[config.mk]
export PLATFORM = sky130hd
export DESIGN_NAME = bcib_ctrl
export DESIGN_NICKNAME = d
export VERILOG_FILES = /design/src/rtl/bcib_pkg.sv /design/src/rtl/bcib_ctrl.sv
export SDC_FILE = /design/constraint.sdc
export NUM_CORES = 1
export LEC_CHECK = 0
export ABC_CLOCK_PERIOD_IN_PS = 5250
export BUFFER_PORTS_ARGS = -buffer_cell sky130_fd_sc_hd__buf_2
export CORE_MARGIN = 4
export CORE_UTILIZATION = 55
export DETAILED_ROUTE_END_ITERATION = 16
export PLACE_DENSITY = 0.89
export SETUP_SLACK_MARGIN = 0.1
export SYNTH_ARGS = -nofsm -noshare
export SYNTH_HDL_FRONTEND = slang
export SYNTH_SLANG_ARGS = --single-unit
[constraint.sdc]
create_clock -name clk_i -period 5.25 [get_ports clk_i]
set_clock_uncertainty 0.05 [all_clocks]
set_input_delay 0.525 -clock clk_i [delete_from_list [all_inputs] [get_ports clk_i]]
set_output_delay 0.525 -clock clk_i [all_outputs]
set_load 0.1 [all_outputs]
[src/rtl/bcib_pkg.sv]
// Constants and types shared by the bus controller interval, burst and idle block
// Contract
// Area select zero makes counter an interval timer
// Software sets compare, clock, then interrupt enable
// Match flag set when counter leaves match
// Counts in sleep, stops in hardware standby
// Software standby clears counter and flag only
// Clear beats counter write in same cycle
// Counter write beats coincident increment
// Compare write suppresses coincident compare match
// Count on falling edge of selected clock
// Interrupt request only while enable set
// Burst enable makes area zero burst ROM
// First access follows area zero state bit
// No wait states in burst cycles
// Burst maximum four or eight words
// Burst cycle two or three states
// Idle before read to different area
// Idle before write following a read
// Both idle enables reset to one
// Forced idle after DRAM with write strobes
// No forced idle with port pin strobes
// Precharge replaces idle before DRAM access
// Idle state: next address, strobes high
// Counting starts once clock select nonzero
// Compare match clears counter to zero
package bcib_pkg;
   localparam int CNT_W_DEF = 8;
   localparam int PRESC_W = 12;
   localparam int ADDR_W = 24;
   localparam int N_AREA = 8;
   // Prescaler bit watched for each clock select code; code 0 halts
   localparam int unsigned CKS_TAP [0:7] = '{0, 0, 1, 3, 5, 7, 9, 11};
   localparam logic [3:0] BURST_MAX_SHORT = 4'h4;
   localparam logic [3:0] BURST_MAX_LONG = 4'h8;
   localparam logic [3:0] ONE_WORD = 4'h1;
   localparam logic [2:0] LAST_PH_2 = 3'h1;
   localparam logic [2:0] LAST_PH_3 = 3'h2;
   localparam logic [23:0] WORD_STEP = 24'h000002;
   localparam logic [1:0] IDLE_CFG_RST = 2'h3;
   typedef enum logic [2:0] {S_IDLE, S_TI, S_TP, S_ACC, S_BUR} bcib_st_t;
endpackage

[src/rtl/bcib_ctrl.sv]
// Interval timer, burst ROM sequencing and idle-state insertion of the bus controller
`timescale 1ns/1ps
module bcib_ctrl #(
   parameter int CNT_W = bcib_pkg::CNT_W_DEF
) (
   // Clock and reset
   input  wire logic                        clk_i,
   input  wire logic                        rst_n_i,
   // Interval timer control
   input  wire logic [2:0]                  dram_area_select_i,
   input  wire logic [2:0]                  counter_clock_select_i,
   input  wire logic                        match_irq_enable_i,
   input  wire logic                        match_flag_clr_i,
   input  wire logic                        hw_standby_i,
   input  wire logic                        sw_standby_i,
   input  wire logic                        cnt_wr_i,
   input  wire logic [CNT_W-1:0]            cnt_wdata_i,
   input  wire logic                        cmp_wr_i,
   input  wire logic [CNT_W-1:0]            cmp_wdata_i,
   // Interval timer status
   output logic      [CNT_W-1:0]            refresh_counter_o,
   output logic      [CNT_W-1:0]            refresh_compare_value_o,
   output logic                             match_flag_o,
   output logic                             compare_match_irq_o,
   output logic                             refresh_req_o,
   // Bus configuration
   input  wire logic                        burst_rom_enable_i,
   input  wire logic [bcib_pkg::N_AREA-1:0] access_state_control_i,
   input  wire logic                        burst_length_select_i,
   input  wire logic                        burst_state_select_i,
   input  wire logic                        idle_cfg_wr_i,
   input  wire logic                        idle_between_areas_enable_i,
   input  wire logic                        idle_write_after_read_enable_i,
   input  wire logic                        column_strobe_pin_select_i,
   input  wire logic                        ras_down_mode_i,
   input  wire logic [1:0]                  program_wait_i,
   input  wire logic                        wait_n_i,
   output logic      [1:0]                  idle_cfg_o,
   // Access requests
   input  wire logic                        req_valid_i,
   input  wire logic                        req_write_i,
   input  wire logic [2:0]                  req_area_i,
   input  wire logic [bcib_pkg::ADDR_W-1:0] req_addr_i,
   input  wire logic                        req_dram_i,
   input  wire logic                        req_precharge_i,
   input  wire logic [3:0]                  req_words_i,
   output logic                             req_ready_o,
   output logic                             word_done_o,
   // External bus pins
   output logic      [bcib_pkg::ADDR_W-1:0] addr_o,
   output logic      [bcib_pkg::N_AREA-1:0] chip_select_n_o,
   output logic                             address_strobe_n_o,
   output logic                             rd_n_o,
   output logic                             high_byte_write_strobe_n_o,
   output logic                             low_byte_write_strobe_n_o,
   output logic                             data_oe_n_o
);
   import bcib_pkg::*;

   // Counter width must lie between 2 and 16 bits
   if (CNT_W < 2 || CNT_W > 16) begin : g_chk
      $error("bcib_ctrl: CNT_W out of range");
   end

   typedef struct packed {
      bcib_st_t            st;
      logic [2:0]          ph;
      logic [1:0]          wcnt;
      logic [3:0]          words;
      logic                last_vld;
      logic                last_wr;
      logic                last_dram;
      logic [2:0]          last_area;
      logic                cur_wr;
      logic                cur_dram;
      logic [2:0]          cur_area;
      logic                cur_three;
      logic [1:0]          icfg;
      logic                ready;
      logic                done;
      logic [ADDR_W-1:0]   addr;
      logic [N_AREA-1:0]   cs_n;
      logic                as_n;
      logic                rd_n;
      logic                wr_n;
      logic                doe_n;
      logic [PRESC_W-1:0]  presc;
      logic                clk_lvl;
      logic [CNT_W-1:0]    cnt;
      logic [CNT_W-1:0]    cor;
      logic                flag;
      logic                irq;
      logic                rfsh;
   } bcib_state_t;

   bcib_state_t q;
   bcib_state_t d;
   logic        sel_lvl;
   logic        inc;
   logic        eq;
   logic        interval;
   logic        take;
   logic        need_ti;
   logic [2:0]  last_ph;
   logic [3:0]  bmax;

   // Timer and bus sequencer terms shared by the next-state logic and the checks
   always_comb begin
      sel_lvl  = (counter_clock_select_i == 3'h0) ? 1'b0
               : q.presc[CKS_TAP[counter_clock_select_i]];
      inc      = q.clk_lvl & ~sel_lvl & ~hw_standby_i;
      eq       = (q.cnt == q.cor);
      interval = (dram_area_select_i == 3'h0);
      take     = q.ready & req_valid_i;
      bmax     = burst_length_select_i ? BURST_MAX_LONG : BURST_MAX_SHORT;
      need_ti  = 1'b0;
      if (q.last_vld) begin
         if (q.last_dram && !req_dram_i && !column_strobe_pin_select_i) begin
            need_ti = 1'b1;
         end else if (!q.last_wr && !req_write_i && req_area_i != q.last_area) begin
            need_ti = q.icfg[1];
         end else if (!q.last_wr && req_write_i) begin
            need_ti = q.icfg[0];
         end
      end
      last_ph = q.cur_three ? LAST_PH_3 : LAST_PH_2;
   end

   // Next state of timer and bus sequencer
   always_comb begin
      d = q;
      d.done = 1'b0;
      d.rfsh = 1'b0;
      // Prescaler halts with the rest of the timer in hardware standby
      if (!hw_standby_i) begin
         d.presc = q.presc + PRESC_W'(1);
      end
      d.clk_lvl = sel_lvl;
      // Clear beats write, write beats increment
      if (inc && eq) begin
         d.cnt = '0;
      end else if (cnt_wr_i) begin
         d.cnt = cnt_wdata_i;
      end else if (inc) begin
         d.cnt = q.cnt + CNT_W'(1);
      end
      if (cmp_wr_i) begin
         d.cor = cmp_wdata_i;
      end
      // Match only on the count leaving the compare value; set beats clear
      if (inc && eq && !cmp_wr_i) begin
         if (interval) begin
            d.flag = 1'b1;
         end else begin
            d.rfsh = 1'b1;
         end
      end else if (match_flag_clr_i) begin
         d.flag = 1'b0;
      end
      // Software standby wipes the count and flag, compare value survives
      if (sw_standby_i) begin
         d.cnt     = '0;
         d.flag    = 1'b0;
         d.presc   = '0;
         d.clk_lvl = 1'b0;
      end
      d.irq = d.flag & match_irq_enable_i & interval;
      if (idle_cfg_wr_i) begin
         d.icfg = {idle_between_areas_enable_i, idle_write_after_read_enable_i};
      end

      // Bus sequencer
      unique case (q.st)
         S_IDLE: begin
            if (take) begin
               d.cur_wr    = req_write_i;
               d.cur_dram  = req_dram_i;
               d.cur_area  = req_area_i;
               d.cur_three = access_state_control_i[req_area_i];
               d.addr      = req_addr_i;
               d.ph        = '0;
               d.wcnt      = '0;
               d.words     = ONE_WORD;
               // Burst only for reads of area 0 with burst ROM on
               if (burst_rom_enable_i && req_area_i == 3'h0 && !req_write_i
                   && !req_dram_i && req_words_i > ONE_WORD) begin
                  d.words = (req_words_i > bmax) ? bmax : req_words_i;
               end
               if (req_dram_i && req_precharge_i) begin
                  d.st = S_TP;
               end else if (need_ti) begin
                  d.st = S_TI;
               end else begin
                  d.st = S_ACC;
               end
            end else begin
               d.last_vld = 1'b0;
            end
         end
         S_TI, S_TP: begin
            d.st = S_ACC;
         end
         S_ACC: begin
            // Waits only in three-state first access, never in burst
            if (q.ph < last_ph) begin
               d.ph = q.ph + 3'h1;
            end else if (q.cur_three && (q.wcnt < program_wait_i || !wait_n_i)) begin
               if (q.wcnt < program_wait_i) begin
                  d.wcnt = q.wcnt + 2'h1;
               end
            end else begin
               d.done  = 1'b1;
               d.ph    = '0;
               d.words = q.words - ONE_WORD;
               if (q.words > ONE_WORD) begin
                  d.st   = S_BUR;
                  d.addr = q.addr + WORD_STEP;
               end else begin
                  d.st = S_IDLE;
               end
            end
         end
         S_BUR: begin
            // Fixed length, wait pin ignored
            if (q.ph < (burst_state_select_i ? LAST_PH_3 : LAST_PH_2)) begin
               d.ph = q.ph + 3'h1;
            end else begin
               d.done  = 1'b1;
               d.ph    = '0;
               d.words = q.words - ONE_WORD;
               if (q.words > ONE_WORD) begin
                  d.addr = q.addr + WORD_STEP;
               end else begin
                  d.st = S_IDLE;
               end
            end
         end
      endcase
      if (d.st == S_IDLE && q.st != S_IDLE) begin
         d.last_vld  = 1'b1;
         d.last_wr   = q.cur_wr;
         d.last_dram = q.cur_dram;
         d.last_area = q.cur_area;
      end
      d.ready = (d.st == S_IDLE) && !take;

      // Pin levels for the coming state; idle keeps strobes high
      d.cs_n  = '1;
      d.as_n  = 1'b1;
      d.rd_n  = 1'b1;
      d.wr_n  = 1'b1;
      d.doe_n = 1'b1;
      if (d.st == S_ACC || d.st == S_BUR) begin
         d.cs_n[d.cur_area] = 1'b0;
         d.as_n  = (d.st == S_BUR);
         d.rd_n  = d.cur_wr;
         d.wr_n  = ~d.cur_wr;
         d.doe_n = ~d.cur_wr;
      end else if (d.st == S_TI && ras_down_mode_i && q.last_dram) begin
         d.cs_n[q.last_area] = 1'b0;
      end
   end

   // State register
   always_ff @(posedge clk_i) begin
      if (!rst_n_i) begin
         q       <= '0;
         q.st    <= S_IDLE;
         q.icfg  <= IDLE_CFG_RST;
         q.ready <= 1'b1;
         q.cs_n  <= '1;
         q.as_n  <= 1'b1;
         q.rd_n  <= 1'b1;
         q.wr_n  <= 1'b1;
         q.doe_n <= 1'b1;
      end else begin
         q <= d;
      end
   end

   // Outputs straight from the state register
   assign refresh_counter_o          = q.cnt;
   assign refresh_compare_value_o    = q.cor;
   assign match_flag_o               = q.flag;
   assign compare_match_irq_o        = q.irq;
   assign refresh_req_o              = q.rfsh;
   assign idle_cfg_o                 = q.icfg;
   assign req_ready_o                = q.ready;
   assign word_done_o                = q.done;
   assign addr_o                     = q.addr;
   assign chip_select_n_o            = q.cs_n;
   assign address_strobe_n_o         = q.as_n;
   assign rd_n_o                     = q.rd_n;
   assign high_byte_write_strobe_n_o = q.wr_n;
   assign low_byte_write_strobe_n_o  = q.wr_n;
   assign data_oe_n_o                = q.doe_n;
endmodule

[Word level (Yosys, flattened, before mapping)]
Memories as Yosys holds them, arrays and structs flattened.
Index checks and enable logic that the tools add are counted.
Word-level totals
  memories: 1
  output and inout bits: 60
  memory bits (read-only): 256
  bits of input ports: 84
  word-level logic and storage cells: 184
  bits in registers: 95
Memory list
  (name not given): words 8, bits a word 32, rd ports 1, clocked after memory_dff 0, write ports 0, RTL line bcib_ctrl.sv:110  | : q.presc[CKS_TAP[counter_clock_select_i]];
Operators by class
  equality and inequality tests: 17
  bitwise logic cells: 12
  muxes and demuxes: 60
  add/sub/neg operators: 6
  reductions and logical operators: 48
  order comparisons: 13
Operators with widths (number)
  25-bit 2-to-1 mux: 3
  24-bit case mux with 3 select lines: 1
  32-bit 2-to-1 mux: 2
  24-bit 2-to-1 mux: 2
  32-bit by 5-bit less-than comparator with 1-bit output, second input constant: 1
  8-bit 2-to-1 mux: 4
  6-bit 2-to-1 mux: 5
  24-bit by 2-bit adder with 24-bit output, second input constant: 1
  3-bit 2-to-1 mux: 7
  4-bit 2-to-1 mux: 5
  1-bit logical AND: 19
  1-bit 2-to-1 mux: 16
  8-bit NOT: 2
  3-bit zero test: 5
  12-bit by 1-bit adder with 12-bit output, second input constant: 1
  3-bit by 4-bit less-than comparator with 1-bit output, second input constant: 3
  12-bit 2-to-1 mux: 1
  2-bit inequality test, second input constant: 6
  3-bit case mux with 4 select lines: 1
  4-bit case mux with 3 select lines: 1
  2-bit 2-to-1 mux: 5
  5-bit AND reduction: 2
  3-bit by 2-bit == test with 1-bit output, second input constant: 3
  3-bit case mux with 3 select lines: 1
  32 further kinds: 59

[Depth between registers and ports, before layout]
  word-level depth: 16
  mapped depth: 9
  mapped depth without buffers: 8

[Worst setup path after synthesis]
No wires, ideal clock.
  kind: reg2reg
  from: register q (netlist bit req_ready_o)
  to: register q (netlist bit chip_select_n_o[4])
  period minus slack after synthesis: 2.769 ns
  setup slack: 2.481 ns
  arrival time: 2.584 ns
  buffers on the path: 1
  cell stages (with the launch flop): 8
  library setup time: 0.135 ns
  data required time: 5.065 ns
  cell sequence: dfxtp_1 > buf_4 > nand3_1 > a2111oi_2 > a211oi_2 > nor4b_1 > nor3b_1 > o22ai_1
Between the ends
  cells in the longest elaborated chain, start to end: 9
  elaborated cells on any way between the ends: 19
  classes of those cells: order compare (2); eq/ne (3); mux (8); bitwise (2); reduce/logical (4)
RTL lines
  from (decl): RTL line bcib_ctrl.sv:96  | bcib_state_t q;
  1-bit bitwise AND (*): RTL line bcib_ctrl.sv:114  | take = q.ready & req_valid_i;
  6-bit 2-to-1 mux: RTL line bcib_ctrl.sv:175  | if (take) begin
  6-bit 2-to-1 mux: RTL line bcib_ctrl.sv:173  | unique case (q.st)
  3-bit by 4-bit less-than comparator with 1-bit output (not written as such) / 3-bit by 1-bit greater-or-equal comparator with 1-bit output (equally long branches): RTL line bcib_ctrl.sv:254  | d.cs_n[d.cur_area] = 1'b0;
  1-bit logical AND (not written as such): RTL line bcib_ctrl.sv:254
  1-bit 2-to-1 mux (not written as such): RTL line bcib_ctrl.sv:254
  1-bit demux with 3-bit select: RTL line bcib_ctrl.sv:254
  8-bit NOT (no line)
  8-bit 2-to-1 mux (*): RTL line bcib_ctrl.sv:253  | if (d.st == S_ACC || d.st == S_BUR) begin
Every way passes the cells marked *; elsewhere a longest branch is shown, timed or not. The select of a mux whose other input is x is not followed.
A chain may end at the register's enable or synchronous reset.

[Worst setup path after layout]
  from: register q[72] in the netlist's numbering
  to: register q (netlist bit addr_o[15])
Between the ends
  cells in the longest elaborated chain, start to end: 4
  elaborated cells on any way between the ends: 6
  classes of those cells: order compare (1); eq/ne (2); mux (1); reduce/logical (2)
RTL lines
  2-bit 2-to-1 mux: RTL line bcib_ctrl.sv:126  | last_ph = q.cur_three ? LAST_PH_3 : LAST_PH_2;
  3-bit by 2-bit less-than comparator with 1-bit output: RTL line bcib_ctrl.sv:205  | if (q.ph < last_ph) begin
  2-bit inequality test (no line)
  5-bit AND reduction (no line) (*)
Every way passes the cells marked *; elsewhere a longest branch is shown, timed or not.

==> flow_summary.json <==
{
  "cp_num_buf_inv": 1,
  "whs_ns": 0.313,
  "synth-seq-area-share_pct": 33.3,
  "ys_types": 72,
  "min_period_over_period_pct": 51.4,
  "grt_max_degree": 45,
  "synth_area_leaders": "dfxtp_1 (33%), buf_4 (7.2%), mux2i_1 (4.2%), nand2_1 (3.9%), o21ai_0 (3.4%)",
  "grt.met2_usage_pct": 42.5,
  "rsz0062_at_grt": "false",
  "ios": 144,
  "power_density_nw_per_um2": 336,
  "max-slew-margin-rel_pct": 39.4,
  "syn_nets": 770,
  "vias": 5319,
  "worstMarginPinSlew_ns": 0.909,
  "crit_path_top_delay_cell": "a32o_1",
  "core_um2": 9950,
  "clk_latency_ns": 0.38,
  "yosysWarnings": 0,
  "async_reset_ff_share_pct": 0,
  "synth_edf_count": 0,
  "crit_required_ns": 5.50,
  "n_antenna_cell": 0,
  "p_leak_nw": 2.66,
  "drive_gt1_share_pct": 25.2,
  "busiest_layer": "met2",
  "die_x_um": 110,
  "timing.fmax_ghz": 0.371,
  "cts_setup_buffers": 0,
  "maxCapViolCount": 0,
  "antenna_left": 0,
  "portBuffers": 143,
  "die-area_um2": 12100,
  "critPathLaunchType": "flip-flop",
  "hold_buffers": 0,
  "use_met3_pct": 4.29,
  "finalWeightedCongestion": 0.920,
  "via_per_inst": 6.00,
  "cp.arrival_ns": 2.95,
  "timing.critical_path.cells": "inv_1 -> ha_1 -> o21ai_0 -> a21oi_2 -> a32o_1 -> and2_1 -> a32oi_1 -> o21ai_0",
  "use_met1_pct": 31.3,
  "ys.flop_type": "dfxtp_1",
  "clk_path_buf_depth": 2,
  "rows": 36,
  "synth_top_area_cell": "dfxtp_1",
  "start_util_pct": 57.4,
  "grt_use_total_pct": 24.8,
  "dpl.hpwl_um": 11000,
  "die_h_um": 110,
  "setup_viol": 0,
  "drt_wl_total_um": 15000,
  "syn2layout_area_growth_pct": 10.6,
  "drtPass1Iterations": 6,
  "layout_min_cycle_time_ns": 2.70,
  "final_common_cell": "buf_2",
  "path_clk_slew_ns": 0.11,
  "worst-setup-path-type": "reg2reg",
  "nets": 844,
  "synth_area_per_cell_um2": 8.46,
  "final_max_slew_viol_count": 0,
  "fin_tns_setup_ns": 0,
  "ir_worst_vdd_uv": 234,
  "syn_inst": 675,
  "cts_tree": "yes",
  "crit_fanout": 19,
  "path_delay_family": "compound AO/OA/AOI/OAI gates",
  "grt_pass1_vias": 5089,
  "numCtsBuffers": 9,
  "synthesis.area_um2": 5710,
  "synth_top_area_share_pct": 33.3,
  "antenna_found_initial": 0,
  "cpMostUsedCell": "o21ai_0",
  "cp_slowest_stage_delay_ns": 0.73,
  "synth_seq_cells": 95,
  "fill_cells": 850,
  "cts-root-buf": "clkbuf_8",
  "drt-initial-drc-count": 368,
  "worstSetupEndpointType": "flip-flop",
  "drc": 0,
  "ctsResizeCount": 0,
  "status": "finished clean",
  "cts_sinks": 95,
  "finalHoldViolCount": 0,
  "h-tree-depth": 3,
  "grt_pass1_wl_um": 23900,
  "grt_overflow_total": 0,
  "min_path_type": "in2reg",
  "wl_per_cell_um": 16.9,
  "layout_common_cells": "buf_2 (143), dfxtp_1 (95), nand2_1 (59)"
}
## sequential cells by signal (all words and copies together), names as in the netlist
name                     cells
compare_match_irq_o          1
address_strobe_n_o           1
refresh_req_o                1
rd_n_o                       1
req_ready_o                  1
chip_select_n_o              8
word_done_o                  1
match_flag_o                 1
data_oe_n_o                  1
idle_cfg_o                   2
q                           37
refresh_counter_o            8
refresh_compare_value_o      8
addr_o                      24
## cell usage after synthesis (3+ instances only)
master	count
a211oi_1	6
a21o_1	3
a21oi_1	27
a221oi_1	6
a22oi_1	7
a31oi_1	3
a32o_1	3
a32oi_1	6
and2_1	14
and3_1	15
and3b_1	5
and4_1	3
buf_1	3
buf_2	13
buf_4	55
clkbuf_1	12
dfxtp_1	95
ha_1	11
inv_1	16
mux2i_1	24
mux4_2	3
nand2_1	59
nand2b_1	6
nand3_1	27
nand4_1	10
nor2_1	44
nor2b_1	30
nor3_1	17
nor3b_1	7
o211ai_1	5
o21a_1	3
o21ai_0	39
o221ai_1	3
o22ai_1	14
or2_2	5
xnor2_1	20
xor2_1	12
## metal layers
| metal | part of all wire [%] | vias up | wire length, um |
|---|---|---|---|
| met5 | 0 | - | 0 |
| met4 | 1.7 | 0 | 250 |
| met3 | 9.0 | 25 | 1350 |
| met2 | 49 | 260 | 7320 |
| met1 | 40 | 2510 | 6060 |
| li1 | - | 2524 | - |
## report_power, final
part           switching [mW]  leakage [nW]  internal (mW)
Combinational           0.541          1.77          0.174
Sequential             0.0585         0.775          0.776
Clock                   0.294         0.119          0.280
## final cells by class
type                            count  area, um^2  share of cell area, %
Sequential cell                    95        1900                   30.1
Multi-Input combinational cell    480        3210                   50.8
Timing Repair Buffer              147         746                   11.8
Tap cell                          133         166                   2.64
Clock buffer                        9         124                   1.96
Clock inverter                      7         109                   1.72
Inverter                           16        60.1                  0.951
## cells by family after synthesis
family / count (synthesis) / share of synthesized area (%)
AND/OR/NAND/NOR: 256 / 23.9
AO/OA/AOI/OAI: 153 / 19.2
buffers and inverters: 100 / 10.6
flip-flops: 95 / 33.3
XOR/XNOR: 32 / 4.91
multiplexers: 28 / 5.59
adder cells (fa/ha/maj): 11 / 2.41
## worst reg2reg max path, delay by kind of cell (launching register included)
family                   cells  cell delay, ns
adder cells (fa/ha/maj)      1            0.29
buffers and inverters        1            0.07
AO/OA/AOI/OAI                5            1.46
AND/OR/NAND/NOR              1            0.30
flip-flops                   1            0.46
## path summary, 6_finish.rpt
| check | from | endpoint | slack [ns] | cells after the start |
|---|---|---|---|---|
| setup / recovery | q[72] | addr_o[15] | 2.55 | 8 |
| hold reg to reg | q[26] | q[26] | 0.44 | 2 |
| hold / removal | idle_between_areas_enable_i | idle_cfg_o[1] | 0.31 | 3 |
| setup reg to reg | q[72] | addr_o[15] | 2.55 | 8 |
## through the flow
stage	cell area [um^2]	worst slack [ns]	cells	power, mW	utilization [%]
floorplan	5710	2.48	675	1.47	-
global placement	6080	2.50	871	1.54	61.1
detailed placement	6080	2.40	871	1.56	61.1
CTS	6310	2.58	887	2.12	63.4
global route	6310	2.38	887	2.21	63.4
finish	6310	2.55	887	2.12	63.4
No activity file was read; power rests on OpenSTA's default activity.
